$ cat src/inc/mse_cfg.svh
/*
 holds: offsets, reset values, field positions and widths of the subtract/swap/xor/table execution block.
 assumes: included by bare name; definitions only.
*/
`ifndef MSE_CFG_SVH
`define MSE_CFG_SVH

`define MSE_DATA_W 8
`define MSE_ROM_W 14
`define MSE_RADDR_W 6
`define MSE_PTR_W 3
`define MSE_RES_W 6
`define MSE_ROM_AW 11
`define MSE_NIB_W 4
`define MSE_PTR_STRB 0
`define MSE_AXI_AW 8
`define MSE_AXI_DW 32

`define MSE_OFS_TBL_PTR 8'h00
`define MSE_OFS_TBL_RES 8'h04
`define MSE_OFS_WORK 8'h08
`define MSE_OFS_FLAGS 8'h0C
`define MSE_OFS_TMODE 8'h10

`define MSE_FLAG_C 0
`define MSE_FLAG_DC 1
`define MSE_FLAG_Z 2

`define MSE_WORK_RST 8'h00
`define MSE_TMODE_RST 8'h00
`define MSE_PTR_RST 3'h0
`define MSE_RES_RST 6'h00
`define MSE_WORD_ZERO 32'h0000_0000

`define MSE_RESP_OKAY 2'h0
`define MSE_RESP_SLVERR 2'h2

`endif

$ cat src/inc/mse_pkg.sv
/*
 holds: types of the execution block: operation codes, sequencer states, state records.
 assumes: mse_cfg.svh on the include path.
*/
`include "mse_cfg.svh"

package mse_pkg;

    typedef enum logic [2:0] {
        sub_reg_minus_work,
        nibble_exchange_op,
        sub_imm_minus_work,
        program_rom_lookup,
        timer_mode_load_op,
        timer_mode_read_op,
        xor_work_with_reg,
        xor_work_with_imm
    } mse_op_t;

    typedef enum logic {
        st_idle,
        st_fetch
    } mse_seq_t;

    typedef struct packed {
        mse_seq_t st;
        logic [`MSE_DATA_W-1:0] work;
        logic z;
        logic dc;
        logic c;
        logic [`MSE_DATA_W-1:0] tmode;
        logic [`MSE_PTR_W-1:0] tbl_ptr;
        logic [`MSE_RES_W-1:0] tbl_res;
        logic [`MSE_ROM_AW-1:0] rom_addr;
        logic rom_rd;
        logic reg_wen;
        logic [`MSE_RADDR_W-1:0] reg_waddr;
        logic [`MSE_DATA_W-1:0] reg_wdata;
    } mse_exec_state_t;

    typedef struct packed {
        logic aw_held;
        logic [`MSE_AXI_AW-1:0] awaddr;
        logic w_held;
        logic [`MSE_AXI_DW-1:0] wdata;
        logic [3:0] wstrb;
        logic bvalid;
        logic [1:0] bresp;
        logic rvalid;
        logic [`MSE_AXI_DW-1:0] rdata;
        logic [1:0] rresp;
    } mse_axil_state_t;

endpackage

$ cat src/inc/mse_regbus_if.sv
/*
 holds: the internal register access path between the bus slave and the register bank.
 assumes: both ends on the same clock; read data answered combinationally.
*/
`timescale 1ns/1ns
`include "mse_cfg.svh"

interface mse_regbus_if;
    logic wr_fire;
    logic [`MSE_AXI_AW-1:0] wr_addr;
    logic [`MSE_AXI_DW-1:0] wr_data;
    logic [3:0] wr_strb;
    logic wr_hit;
    logic [`MSE_AXI_AW-1:0] rd_addr;
    logic [`MSE_AXI_DW-1:0] rd_data;
    logic rd_hit;

    modport slave (output wr_fire, wr_addr, wr_data, wr_strb, rd_addr, input wr_hit, rd_data, rd_hit);
    modport regs (input wr_fire, wr_addr, wr_data, wr_strb, rd_addr, output wr_hit, rd_data, rd_hit);
endinterface

$ cat src/rtl/mse_exec.sv
/*
 holds: execution datapath for subtract, nibble swap, exclusive-or, program rom table lookup and
 timer0 mode register move, plus its AXI4-Lite register view.
 assumes: decoder presents one operation with its register operand already read; the register file
 takes the registered write-back; program rom answers combinationally to the registered address.
*/
// Implementation choices: the register addresses and register access over AXI4-Lite.
// Behaviour
// RULE_01 - register minus working register, flags z dc c
// RULE_02 - destination bit: 0 working, 1 register
// RULE_03 - subtract carry is inverted borrow
// RULE_04 - swap nibbles, honour destination, flags kept
// RULE_05 - immediate minus working, into working, flags
// RULE_06 - lookup address pointer low bits, working; two cycles
// RULE_07 - rom word top six bits into table result
// RULE_08 - working register copied into timer mode
// RULE_09 - timer mode copied into working, flags kept
// RULE_10 - xor working with register, routed, zero only
// RULE_11 - xor working with immediate, zero only
// RULE_12 - subtract, swap, xor finish in one cycle
`timescale 1ns/1ns
`include "mse_cfg.svh"

module mse_exec (
    input wire logic clk,
    input wire logic reset_n,
    input wire logic op_valid,
    output logic op_ready,
    input wire mse_pkg::mse_op_t op_code,
    input wire logic [`MSE_RADDR_W-1:0] op_reg_addr,
    input wire logic op_dest,
    input wire logic [`MSE_DATA_W-1:0] op_imm,
    input wire logic [`MSE_DATA_W-1:0] reg_operand,
    output logic reg_wen,
    output logic [`MSE_RADDR_W-1:0] reg_waddr,
    output logic [`MSE_DATA_W-1:0] reg_wdata,
    output logic [`MSE_DATA_W-1:0] working_register,
    output logic zero_flag,
    output logic half_carry_flag,
    output logic carry_flag,
    output logic [`MSE_DATA_W-1:0] timer_zero_mode_reg,
    output logic [`MSE_RES_W-1:0] rom_table_high_result,
    output logic [`MSE_ROM_AW-1:0] rom_addr,
    output logic rom_rd,
    input wire logic [`MSE_ROM_W-1:0] rom_data,
    input wire logic [`MSE_AXI_AW-1:0] s_awaddr,
    input wire logic s_awvalid,
    output logic s_awready,
    input wire logic [`MSE_AXI_DW-1:0] s_wdata,
    input wire logic [3:0] s_wstrb,
    input wire logic s_wvalid,
    output logic s_wready,
    output logic [1:0] s_bresp,
    output logic s_bvalid,
    input wire logic s_bready,
    input wire logic [`MSE_AXI_AW-1:0] s_araddr,
    input wire logic s_arvalid,
    output logic s_arready,
    output logic [`MSE_AXI_DW-1:0] s_rdata,
    output logic [1:0] s_rresp,
    output logic s_rvalid,
    input wire logic s_rready
);
    import mse_pkg::*;

    mse_exec_state_t s;
    mse_exec_state_t next_s;
    mse_regbus_if bus ();

    // returns {carry, half_carry, difference} of a - b as a + ~b + 1
    function automatic logic [`MSE_DATA_W+1:0] sub8(input logic [`MSE_DATA_W-1:0] a,
                                                    input logic [`MSE_DATA_W-1:0] b);
        logic [`MSE_DATA_W:0] full;
        logic [`MSE_NIB_W:0] low;
        full = {1'b0, a} + {1'b0, ~b} + 9'h001;
        low = {1'b0, a[`MSE_NIB_W-1:0]} + {1'b0, ~b[`MSE_NIB_W-1:0]} + 5'h01;
        sub8 = {full[`MSE_DATA_W], low[`MSE_NIB_W], full[`MSE_DATA_W-1:0]};
    endfunction

    // word-aligned match of a bus address against one register offset
    function automatic logic addr_is(input logic [`MSE_AXI_AW-1:0] addr,
                                     input logic [`MSE_AXI_AW-1:0] ofs);
        addr_is = (addr[`MSE_AXI_AW-1:2] == ofs[`MSE_AXI_AW-1:2]);
    endfunction

    // zero test shared by the subtract and exclusive-or forms
    function automatic logic is_zero(input logic [`MSE_DATA_W-1:0] v);
        is_zero = (v == '0);
    endfunction

    // nibble exchange; flags are left alone by the caller
    function automatic logic [`MSE_DATA_W-1:0] nib_swap(input logic [`MSE_DATA_W-1:0] v);
        nib_swap = {v[`MSE_NIB_W-1:0], v[`MSE_DATA_W-1:`MSE_NIB_W]};
    endfunction

    // table address: low pointer bits above the working register
    function automatic logic [`MSE_ROM_AW-1:0] rom_index(input logic [`MSE_PTR_W-1:0] ptr,
                                                         input logic [`MSE_DATA_W-1:0] w);
        rom_index = {ptr, w};
    endfunction

    // status bits for the register view; bits not listed read as zero
    function automatic logic [`MSE_AXI_DW-1:0] flag_word(input logic c,
                                                         input logic dc,
                                                         input logic z);
        flag_word = `MSE_WORD_ZERO;
        flag_word[`MSE_FLAG_C] = c;
        flag_word[`MSE_FLAG_DC] = dc;
        flag_word[`MSE_FLAG_Z] = z;
    endfunction

    mse_axil_slave u_slave (
        .clk(clk),
        .reset_n(reset_n),
        .s_awaddr(s_awaddr),
        .s_awvalid(s_awvalid),
        .s_awready(s_awready),
        .s_wdata(s_wdata),
        .s_wstrb(s_wstrb),
        .s_wvalid(s_wvalid),
        .s_wready(s_wready),
        .s_bresp(s_bresp),
        .s_bvalid(s_bvalid),
        .s_bready(s_bready),
        .s_araddr(s_araddr),
        .s_arvalid(s_arvalid),
        .s_arready(s_arready),
        .s_rdata(s_rdata),
        .s_rresp(s_rresp),
        .s_rvalid(s_rvalid),
        .s_rready(s_rready),
        .bus(bus.slave)
    );

    // only the pointer is writable; everything else reads back state
    assign bus.wr_hit = addr_is(bus.wr_addr, `MSE_OFS_TBL_PTR);

    always_comb
    begin
        bus.rd_hit = 1'b1;
        bus.rd_data = `MSE_WORD_ZERO;
        if (addr_is(bus.rd_addr, `MSE_OFS_TBL_PTR))
        begin
            bus.rd_data[`MSE_PTR_W-1:0] = s.tbl_ptr;
        end
        else if (addr_is(bus.rd_addr, `MSE_OFS_TBL_RES))
        begin
            bus.rd_data[`MSE_RES_W-1:0] = s.tbl_res;
        end
        else if (addr_is(bus.rd_addr, `MSE_OFS_WORK))
        begin
            bus.rd_data[`MSE_DATA_W-1:0] = s.work;
        end
        else if (addr_is(bus.rd_addr, `MSE_OFS_FLAGS))
        begin
            bus.rd_data = flag_word(s.c, s.dc, s.z);
        end
        else if (addr_is(bus.rd_addr, `MSE_OFS_TMODE))
        begin
            bus.rd_data[`MSE_DATA_W-1:0] = s.tmode;
        end
        else
        begin
            bus.rd_hit = 1'b0;
        end
    end

    // stalls the decoder only while the rom word is being fetched
    assign op_ready = (s.st == st_idle);

    assign reg_wen = s.reg_wen;
    assign reg_waddr = s.reg_waddr;
    assign reg_wdata = s.reg_wdata;
    assign working_register = s.work;
    assign zero_flag = s.z;
    assign half_carry_flag = s.dc;
    assign carry_flag = s.c;
    assign timer_zero_mode_reg = s.tmode;
    assign rom_table_high_result = s.tbl_res;
    assign rom_addr = s.rom_addr;
    assign rom_rd = s.rom_rd;

    always_comb
    begin
        logic [`MSE_DATA_W+1:0] diff;
        logic [`MSE_DATA_W-1:0] res;
        logic route;
        diff = '0;
        res = '0;
        route = 1'b0;
        next_s = s;
        next_s.reg_wen = 1'b0;
        next_s.rom_rd = 1'b0;
        unique case (s.st)
            st_fetch:
            begin
                // second cycle: rom answers to the held address
                next_s.work = rom_data[`MSE_DATA_W-1:0]; // [RULE_06]
                next_s.tbl_res = rom_data[`MSE_ROM_W-1:`MSE_DATA_W]; // [RULE_07]
                next_s.st = st_idle; // [RULE_06]
            end
            st_idle:
            begin
                if (op_valid)
                begin
                    unique case (op_code)
                        sub_reg_minus_work:
                        begin
                            diff = sub8(reg_operand, s.work); // [RULE_01]
                            res = diff[`MSE_DATA_W-1:0];
                            route = 1'b1;
                            next_s.c = diff[`MSE_DATA_W+1]; // [RULE_03]
                            next_s.dc = diff[`MSE_DATA_W]; // [RULE_01]
                            next_s.z = is_zero(res); // [RULE_01]
                        end
                        nibble_exchange_op:
                        begin
                            res = nib_swap(reg_operand); // [RULE_04]
                            route = 1'b1;
                        end
                        sub_imm_minus_work:
                        begin
                            diff = sub8(op_imm, s.work); // [RULE_05]
                            next_s.work = diff[`MSE_DATA_W-1:0]; // [RULE_05]
                            next_s.c = diff[`MSE_DATA_W+1]; // [RULE_03]
                            next_s.dc = diff[`MSE_DATA_W]; // [RULE_05]
                            next_s.z = is_zero(diff[`MSE_DATA_W-1:0]); // [RULE_05]
                        end
                        program_rom_lookup:
                        begin
                            next_s.rom_addr = rom_index(s.tbl_ptr, s.work); // [RULE_06]
                            next_s.rom_rd = 1'b1;
                            next_s.st = st_fetch; // [RULE_06]
                        end
                        timer_mode_load_op:
                        begin
                            next_s.tmode = s.work; // [RULE_08]
                        end
                        timer_mode_read_op:
                        begin
                            next_s.work = s.tmode; // [RULE_09]
                        end
                        xor_work_with_reg:
                        begin
                            res = s.work ^ reg_operand; // [RULE_10]
                            route = 1'b1;
                            next_s.z = is_zero(res); // [RULE_10]
                        end
                        xor_work_with_imm:
                        begin
                            next_s.work = s.work ^ op_imm; // [RULE_11]
                            next_s.z = is_zero(s.work ^ op_imm); // [RULE_11]
                        end
                    endcase
                    // register-form results finish this cycle, written back at the next edge
                    if (route)
                    begin
                        if (op_dest)
                        begin
                            next_s.reg_wen = 1'b1; // [RULE_02] [RULE_12]
                            next_s.reg_waddr = op_reg_addr;
                            next_s.reg_wdata = res;
                        end
                        else
                        begin
                            next_s.work = res; // [RULE_02] [RULE_12]
                        end
                    end
                end
            end
        endcase
        // pointer write is independent of the sequencer; a lookup already issued keeps its address
        if (bus.wr_fire && bus.wr_hit && bus.wr_strb[`MSE_PTR_STRB])
        begin
            next_s.tbl_ptr = bus.wr_data[`MSE_PTR_W-1:0];
        end
    end

    // reset spelled per field so the sequencer starts idle whatever its encoding
    always_ff @(posedge clk or negedge reset_n)
    begin
        if (!reset_n)
        begin
            s.st <= st_idle;
            s.work <= `MSE_WORK_RST;
            s.z <= 1'b0;
            s.dc <= 1'b0;
            s.c <= 1'b0;
            s.tmode <= `MSE_TMODE_RST;
            s.tbl_ptr <= `MSE_PTR_RST;
            s.tbl_res <= `MSE_RES_RST;
            s.rom_addr <= '0;
            s.rom_rd <= 1'b0;
            s.reg_wen <= 1'b0;
            s.reg_waddr <= '0;
            s.reg_wdata <= '0;
        end
        else
        begin
            s <= next_s;
        end
    end
endmodule

$ cat src/rtl/mse_axil_slave.sv
/*
 holds: AXI4-Lite slave front end, one write and one read outstanding.
 assumes: register bank on the regs modport decodes and answers in the same cycle.
*/
`timescale 1ns/1ns
`include "mse_cfg.svh"

module mse_axil_slave (
    input wire logic clk,
    input wire logic reset_n,
    input wire logic [`MSE_AXI_AW-1:0] s_awaddr,
    input wire logic s_awvalid,
    output logic s_awready,
    input wire logic [`MSE_AXI_DW-1:0] s_wdata,
    input wire logic [3:0] s_wstrb,
    input wire logic s_wvalid,
    output logic s_wready,
    output logic [1:0] s_bresp,
    output logic s_bvalid,
    input wire logic s_bready,
    input wire logic [`MSE_AXI_AW-1:0] s_araddr,
    input wire logic s_arvalid,
    output logic s_arready,
    output logic [`MSE_AXI_DW-1:0] s_rdata,
    output logic [1:0] s_rresp,
    output logic s_rvalid,
    input wire logic s_rready,
    mse_regbus_if.slave bus
);
    import mse_pkg::*;

    mse_axil_state_t s;
    mse_axil_state_t next_s;

    // address and data may arrive in either order; both held before the write fires
    assign s_awready = !s.aw_held && !s.bvalid;
    assign s_wready = !s.w_held && !s.bvalid;
    assign s_arready = !s.rvalid;
    assign s_bvalid = s.bvalid;
    assign s_bresp = s.bresp;
    assign s_rvalid = s.rvalid;
    assign s_rdata = s.rdata;
    assign s_rresp = s.rresp;

    assign bus.wr_fire = s.aw_held && s.w_held && !s.bvalid;
    assign bus.wr_addr = s.awaddr;
    assign bus.wr_data = s.wdata;
    assign bus.wr_strb = s.wstrb;
    assign bus.rd_addr = s_araddr;

    always_comb
    begin
        next_s = s;
        if (s_awvalid && s_awready)
        begin
            next_s.aw_held = 1'b1;
            next_s.awaddr = s_awaddr;
        end
        if (s_wvalid && s_wready)
        begin
            next_s.w_held = 1'b1;
            next_s.wdata = s_wdata;
            next_s.wstrb = s_wstrb;
        end
        if (bus.wr_fire)
        begin
            next_s.aw_held = 1'b0;
            next_s.w_held = 1'b0;
            next_s.bvalid = 1'b1;
            next_s.bresp = bus.wr_hit ? `MSE_RESP_OKAY : `MSE_RESP_SLVERR;
        end
        if (s.bvalid && s_bready)
        begin
            next_s.bvalid = 1'b0;
        end
        if (s_arvalid && s_arready)
        begin
            next_s.rvalid = 1'b1;
            next_s.rdata = bus.rd_hit ? bus.rd_data : `MSE_WORD_ZERO;
            next_s.rresp = bus.rd_hit ? `MSE_RESP_OKAY : `MSE_RESP_SLVERR;
        end
        if (s.rvalid && s_rready)
        begin
            next_s.rvalid = 1'b0;
        end
    end

    always_ff @(posedge clk or negedge reset_n)
    begin
        if (!reset_n)
        begin
            s <= '0;
        end
        else
        begin
            s <= next_s;
        end
    end
endmodule

$ cat config.mk
export PLATFORM = sky130hd
export DESIGN_NAME = mse_exec
export DESIGN_NICKNAME = d
export VERILOG_FILES = /design/src/inc/mse_pkg.sv /design/src/inc/mse_regbus_if.sv /design/src/rtl/mse_exec.sv /design/src/rtl/mse_axil_slave.sv
export VERILOG_INCLUDE_DIRS = /design/src /design/src/inc
export SDC_FILE = /design/constraint.sdc
export NUM_CORES = 1
export LEC_CHECK = 0
export BUFFER_PORTS_ARGS = -buffer_cell sky130_fd_sc_hd__clkbuf_2
export CAP_MARGIN = 40
export CORE_MARGIN = 8
export CORE_UTILIZATION = 25
export DETAILED_ROUTE_END_ITERATION = 8
export PLACE_DENSITY_LB_ADDON = 0.25
export SLEW_MARGIN = 15
export SYNTH_ARGS = -nofsm -noshare
export SYNTH_HDL_FRONTEND = slang
export SYNTH_SLANG_ARGS = --single-unit
$ cat constraint.sdc
create_clock -name clk -period 2.3 [get_ports clk]
set_input_delay 0.345 -clock clk [delete_from_list [all_inputs] [get_ports clk]]
set_output_delay 0.345 -clock clk [all_outputs]
set_load 0.01 [all_outputs]
## Word-level counts from Yosys, hierarchy flattened

Index checks and enable logic that the tools add are counted.

- Bitwise gates (word level): 5
- Reductions and logical operators: 34
- Add/subtract/negate cells: 8
- Eq/ne operators: 12
- Muxes and demuxes: 41

Operator list:

| cell | count |
|---|---|
| 8-bit 2-to-1 mux | 6 |
| 8-bit case mux with 3 select lines | 2 |
| 37-bit 2-to-1 mux | 1 |
| 35-bit 2-to-1 mux | 1 |
| 8-bit zero test | 4 |
| 16-bit 2-to-1 mux | 2 |
| 32-bit 2-to-1 mux | 1 |
| 15-bit 2-to-1 mux | 2 |
| 29-bit 2-to-1 mux | 1 |
| 20-bit 2-to-1 mux | 1 |
| 8-bit by 8-bit adder with 9-bit output | 2 |
| 9-bit by 1-bit adder with 9-bit output (second input constant) | 2 |
| 9-bit case mux with 2 select lines | 1 |
| 8-bit bitwise XOR | 2 |
| 1-bit 2-to-1 mux | 14 |
| 3-bit equality test (second input constant) | 4 |
| 6-bit by 2-bit equality test with 1-bit output (second input constant) | 2 |
| 6-bit zero test | 2 |
| 3-bit AND reduction | 4 |
| 1-bit logical AND | 11 |
| 4-bit by 4-bit adder with 5-bit output | 2 |
| 5-bit by 1-bit adder with 5-bit output (second input constant) | 2 |
| 2-bit nonzero test | 5 |
| 9-bit 2-to-1 mux | 1 |
| other kinds (18) | 25 |

- Output and inout port bits: 94
- Flip-flop bits (word level): 140
- Input bits: 100

## Depth between registers and ports, before layout

- Word-level depth: 9
- Mapped depth: 10
- Depth with buffers taken out: 10

## Cells and area by module

From an unflattened synthesis, not the netlist that was laid out.

- Cell total of the unflattened synthesis: 798
- Area, all modules: 8,124.0 um^2

By module, submodules not included:

| module | area each (um^2) | instances | cells an instance |
|---|---|---|---|
| mse_axil_slave | 4,131.5 | 1 | 343 |
| mse_exec | 3,992.6 | 1 | 455 |

## Worst setup path after synthesis

OpenSTA, ideal clock, no wires.

- Path kind: reg2reg
- Start: reg s, in the netlist working_register[0]
- End: reg s, in the netlist zero_flag
- Path slack: 0.107 ns
- Cell stages (with the launch flop): 10
- Library setup time: 0.092 ns
- Period minus slack after synthesis: 2.193 ns
- Arrival: 2.101 ns
- Cells stage by stage: dfrtp_1 -> ha_1 -> inv_1 -> fa_1 -> a21oi_1 -> o211ai_1 -> a21oi_1 -> xnor2_1 -> o41a_1 -> o31ai_2

- Cells in the longest elaborated chain, start to end: 5

Ends and longest elaborated chain:

| element | RTL line | text |
|---|---|---|
| start: declaration | mse_exec.sv:66 | `mse_exec_state_t s;` |
| start signal: assignment | mse_exec.sv:300 | `s <= next_s;` |
| 8-bit NOT | mse_exec.sv:75 | `full = {1'b0, a} + {1'b0, ~b} + 9'h001;` |
| 8-bit by 8-bit adder with 9-bit output | mse_exec.sv:75 |  |
| 9-bit by 1-bit adder with 9-bit output | mse_exec.sv:75 |  |
| 8-bit zero test | mse_exec.sv:88 | `is_zero = (v == '0);` |
| 1-bit case mux with 4 select lines * | mse_exec.sv:206 | `unique case (op_code)` |

Every way passes the cells marked *; elsewhere a longest branch is shown, timed or not.
A chain may end at the register's enable or synchronous reset.

## Final worst setup path

Ends and elaborated chain as after synthesis.

==> flow_summary_export.csv <==
group,metric,value,unit
setup_path,crit_type,"flop to flop",
worst_hold_path,holdPathEnd,"u_slave.s_bvalid$_DFFE_PN0P_",
setup_path,worst_ep_arrival_time,2.50,ns
timing,fmax,0.442,GHz
finish,fin_cells,975,
finish,area_growth,26.4,%
placed_design,dp_cells,955,
timing,finalSetupViolations,0,
timing,finalCritPeriodShare,98.4,%
status,outcome,"complete, no violations",
synthesis,synth_edf_count,0,
finish,final_util,32.0,%
timing,fin_crit,2.26,ns
drt,drc_errors,0,
clock_tree,clk_root_buffer_cell,"clkbuf_16",
clock_tree,cts_made_buffers,9,
power,seqPwrFrac,34.6,%
global_routing,grt_pass1_wl,27500,um
drt,wl_per_cell,18.5,um
timing,final_hold_viol_count,0,
die,num_io_pins,194,
global_routing,grt-ovfl-total,0,
global_routing,first_global_vias,4745,
timing,hold_slack,0.198,ns
timing,slew_headroom,59.0,%
die,core-area,20900,sq um
synthesis,synth_top_flop_cell,"dfrtp_1",
finish,drive_gt1_share,42.3,%
die,fp.dieH,162,um
placed_design,gp_congestion,0.854,
power,vdd_ir_drop_max,383,uV
synthesis,async_reset_ff_share,100,%
drt,via_per_inst,4.60,
drt,dr.pass1.iters,5,
clock_tree,htree_levels,3,
timing,tightest_slew,0.613,ns
synthesis,yosysUniqueCellTypes,73,
finish,top_register,"rom_addr",
global_routing,antenna_found_initial,0,
flow_run,cap_violations,0,
synthesis,synth_cells,568,
finish,largest_register_ffs,11,
finish,antenna_cells,0,
global_routing,grt_max_degree,64,
timing,drv_slew,0,
power,internal_power,3830,uW
clock_tree,cts_tree,"yes",
synthesis,synth-seq-area-share,37.4,%
power,pwr-share-clk,23.2,%
setup_path,worstPathRequired,2.54,ns
die,die_area,26100,sq um
drt,routed_wl,18000,um
clock_tree,clock-sinks,79,
synthesis,ys_seq_elements,79,
setup_path,reg2reg_from,"working_register[0]$_DFFE_PN0P_",
worst_hold_path,hp-start,"s_bready",
setup_path,r2r_slack,0.04,ns
die,rows,53,
worst_hold_path,hold_class,"input port to flop",
setup_path,crit_fanout,4,
synthesis,synth.avg_cell_area,9.32,sq um
setup_path,endpoint_kind,"flop",
clock_tree,clock_path_buffers,2,
power,power.total,6060,uW
timing,skew,0.00736,ns
worst_hold_path,hold_depth,2,
synthesis,synth.cell_area,5290,sq um
die,start_util,25.3,%
placed_design,portBuffers,131,
synthesis,synth_warnings,0,
placed_design,place_area,6140,sq um
drt,drt_iter0_drc,250,
setup_path,cp-start-kind,"flop",
die,die_x,162,um
power,p_comb_share,42.2,%
power,p_sw_share,36.8,%
finish,layout_common_cells,"130 x clkbuf_2, 77 x dfrtp_1, 66 x buf_4",
global_routing,grtUsageTotal,13.6,%
power,switchingPower,2230,uW
finish,fin_nets,815,
power,p_per_area,907,nW/um^2
clock_tree,clk-insertion-delay-late,0.34,ns
finish,final_common_cell,"clkbuf_2",
clock_tree,cts.clk_slew.worst_paths,0.06,ns
setup_path,rr_worst_depth,8,
placed_design,dp_hpwl,14600,um
timing,rsz0062_at_grt,"true",
drt,drt.antenna.violating_nets,0,
power,p_leak,0.00312,uW
drt,vias,4485,
setup_path,reg2reg_to,"zero_flag$_DFFE_PN0P_",
finish,stdcell_area,6690,sq um
## metrics by stage
step	setup TNS, ns	worst slack, ns
6_report	0	0.0375
5_1_grt	-0.219	-0.0782
4_1_cts	0	0.00111
3_5_place_dp	-0.826	-0.181
3_3_place_gp	-0.996	-0.188
2_1_floorplan	0	0.107
## layout make-up
| cell class | count | area, sq um |
|---|---|---|
| timing repair buffer | 199 | 1200 |
| clock inverter | 5 | 58.8 |
| inverter | 26 | 97.6 |
| clock buffer | 11 | 233 |
| sequential | 79 | 1980 |
| tap | 275 | 344 |
| multi-input combinational | 380 | 2780 |
| fill | 2239 | 14200 |
## power groups by stage
stage | combinational (uW) | clock (uW) | sequential [uW]
final | 2560 | 1410 | 2100
after global routing | 2810 | 1530 | 2160
after CTS | 2480 | 1470 | 2110
after detailed placement | 2370 | 0 | 2130
after global placement | 2380 | 0 | 2120
after floorplan | 1690 | 0 | 2030
## worst max-delay path: stages (launching register included)
cell	delay [ns]
dfrtp_2	0.45
ha_4	0.15
inv_2	0.03
fa_2	0.38
a21o_1	0.20
a211oi_2	0.24
o2111ai_1	0.15
o41a_1	0.47
o31ai_2	0.08
## cell usage after synthesis (all sizes together) (5+ instances only)
cell,instances,area (sq um)
nor2,34,128
nand2,45,169
a22oi,6,45.0
clkbuf,12,46.3
ha,18,225
dfrtp,79,1980
nand2b,5,31.3
inv,26,97.6
xnor2,8,70.1
buf,96,704
a21oi,37,204
a22o,8,70.1
nand3,6,30.0
nor3b,6,50.1
a221oi,6,52.6
o22ai,6,37.5
nor3,9,50.1
o21ai,43,219
mux2,35,394
## worst max path at each step
stage               cells past startpoint                              end  slack, ns                       startpoint
global route                            8  working_register[5]$_DFFE_PN0P_      -0.08  working_register[4]$_DFFE_PN0P_
CTS                                     9  working_register[5]$_DFFE_PN0P_      0.001  working_register[3]$_DFFE_PN0P_
global placement                       11  working_register[6]$_DFFE_PN0P_      -0.19                   reg_operand[0]
detailed placement                     11  working_register[2]$_DFFE_PN0P_      -0.18                   reg_operand[0]
finish                                  8            zero_flag$_DFFE_PN0P_       0.04  working_register[0]$_DFFE_PN0P_
floorplan                               9            zero_flag$_DFFE_PN0P_       0.11  working_register[0]$_DFFE_PN0P_
## routing by layer
metal  global-route usage, %  vias to the layer above  share of wire [%]
li1                        -                     2179                  -
met1                    17.9                     2140                 45
met2                    21.6                      149                 46
met3                    4.15                       17                6.7
met4                    3.11                        0                1.5
met5                       0                        -                  0
## kinds of logic (layout without fill, tap and decap cells)
group | Yosys count | after routing | synth area share [%]
adder cells (fa/ha/maj) | 20 | 20 | 5.01
other | 1 | 26 | 0.0709
multiplexers | 39 | 39 | 8.20
AO/OA/AOI/OAI | 151 | 151 | 19.2
AND/OR/NAND/NOR | 134 | 134 | 12.5
XOR/XNOR | 10 | 10 | 1.65
buffers and inverters | 134 | 241 | 16.0
flip-flops | 79 | 79 | 37.4
## repair_timing
item	4_1_cts	5_1_grt
hold endpoints to repair	16	0
setup endpoints to repair	9	11
hold buffers	1	0
gates resized for setup	22	22
buffers inserted	1	3
pin swaps	5	18
Power figures use the tool's default switching activity.
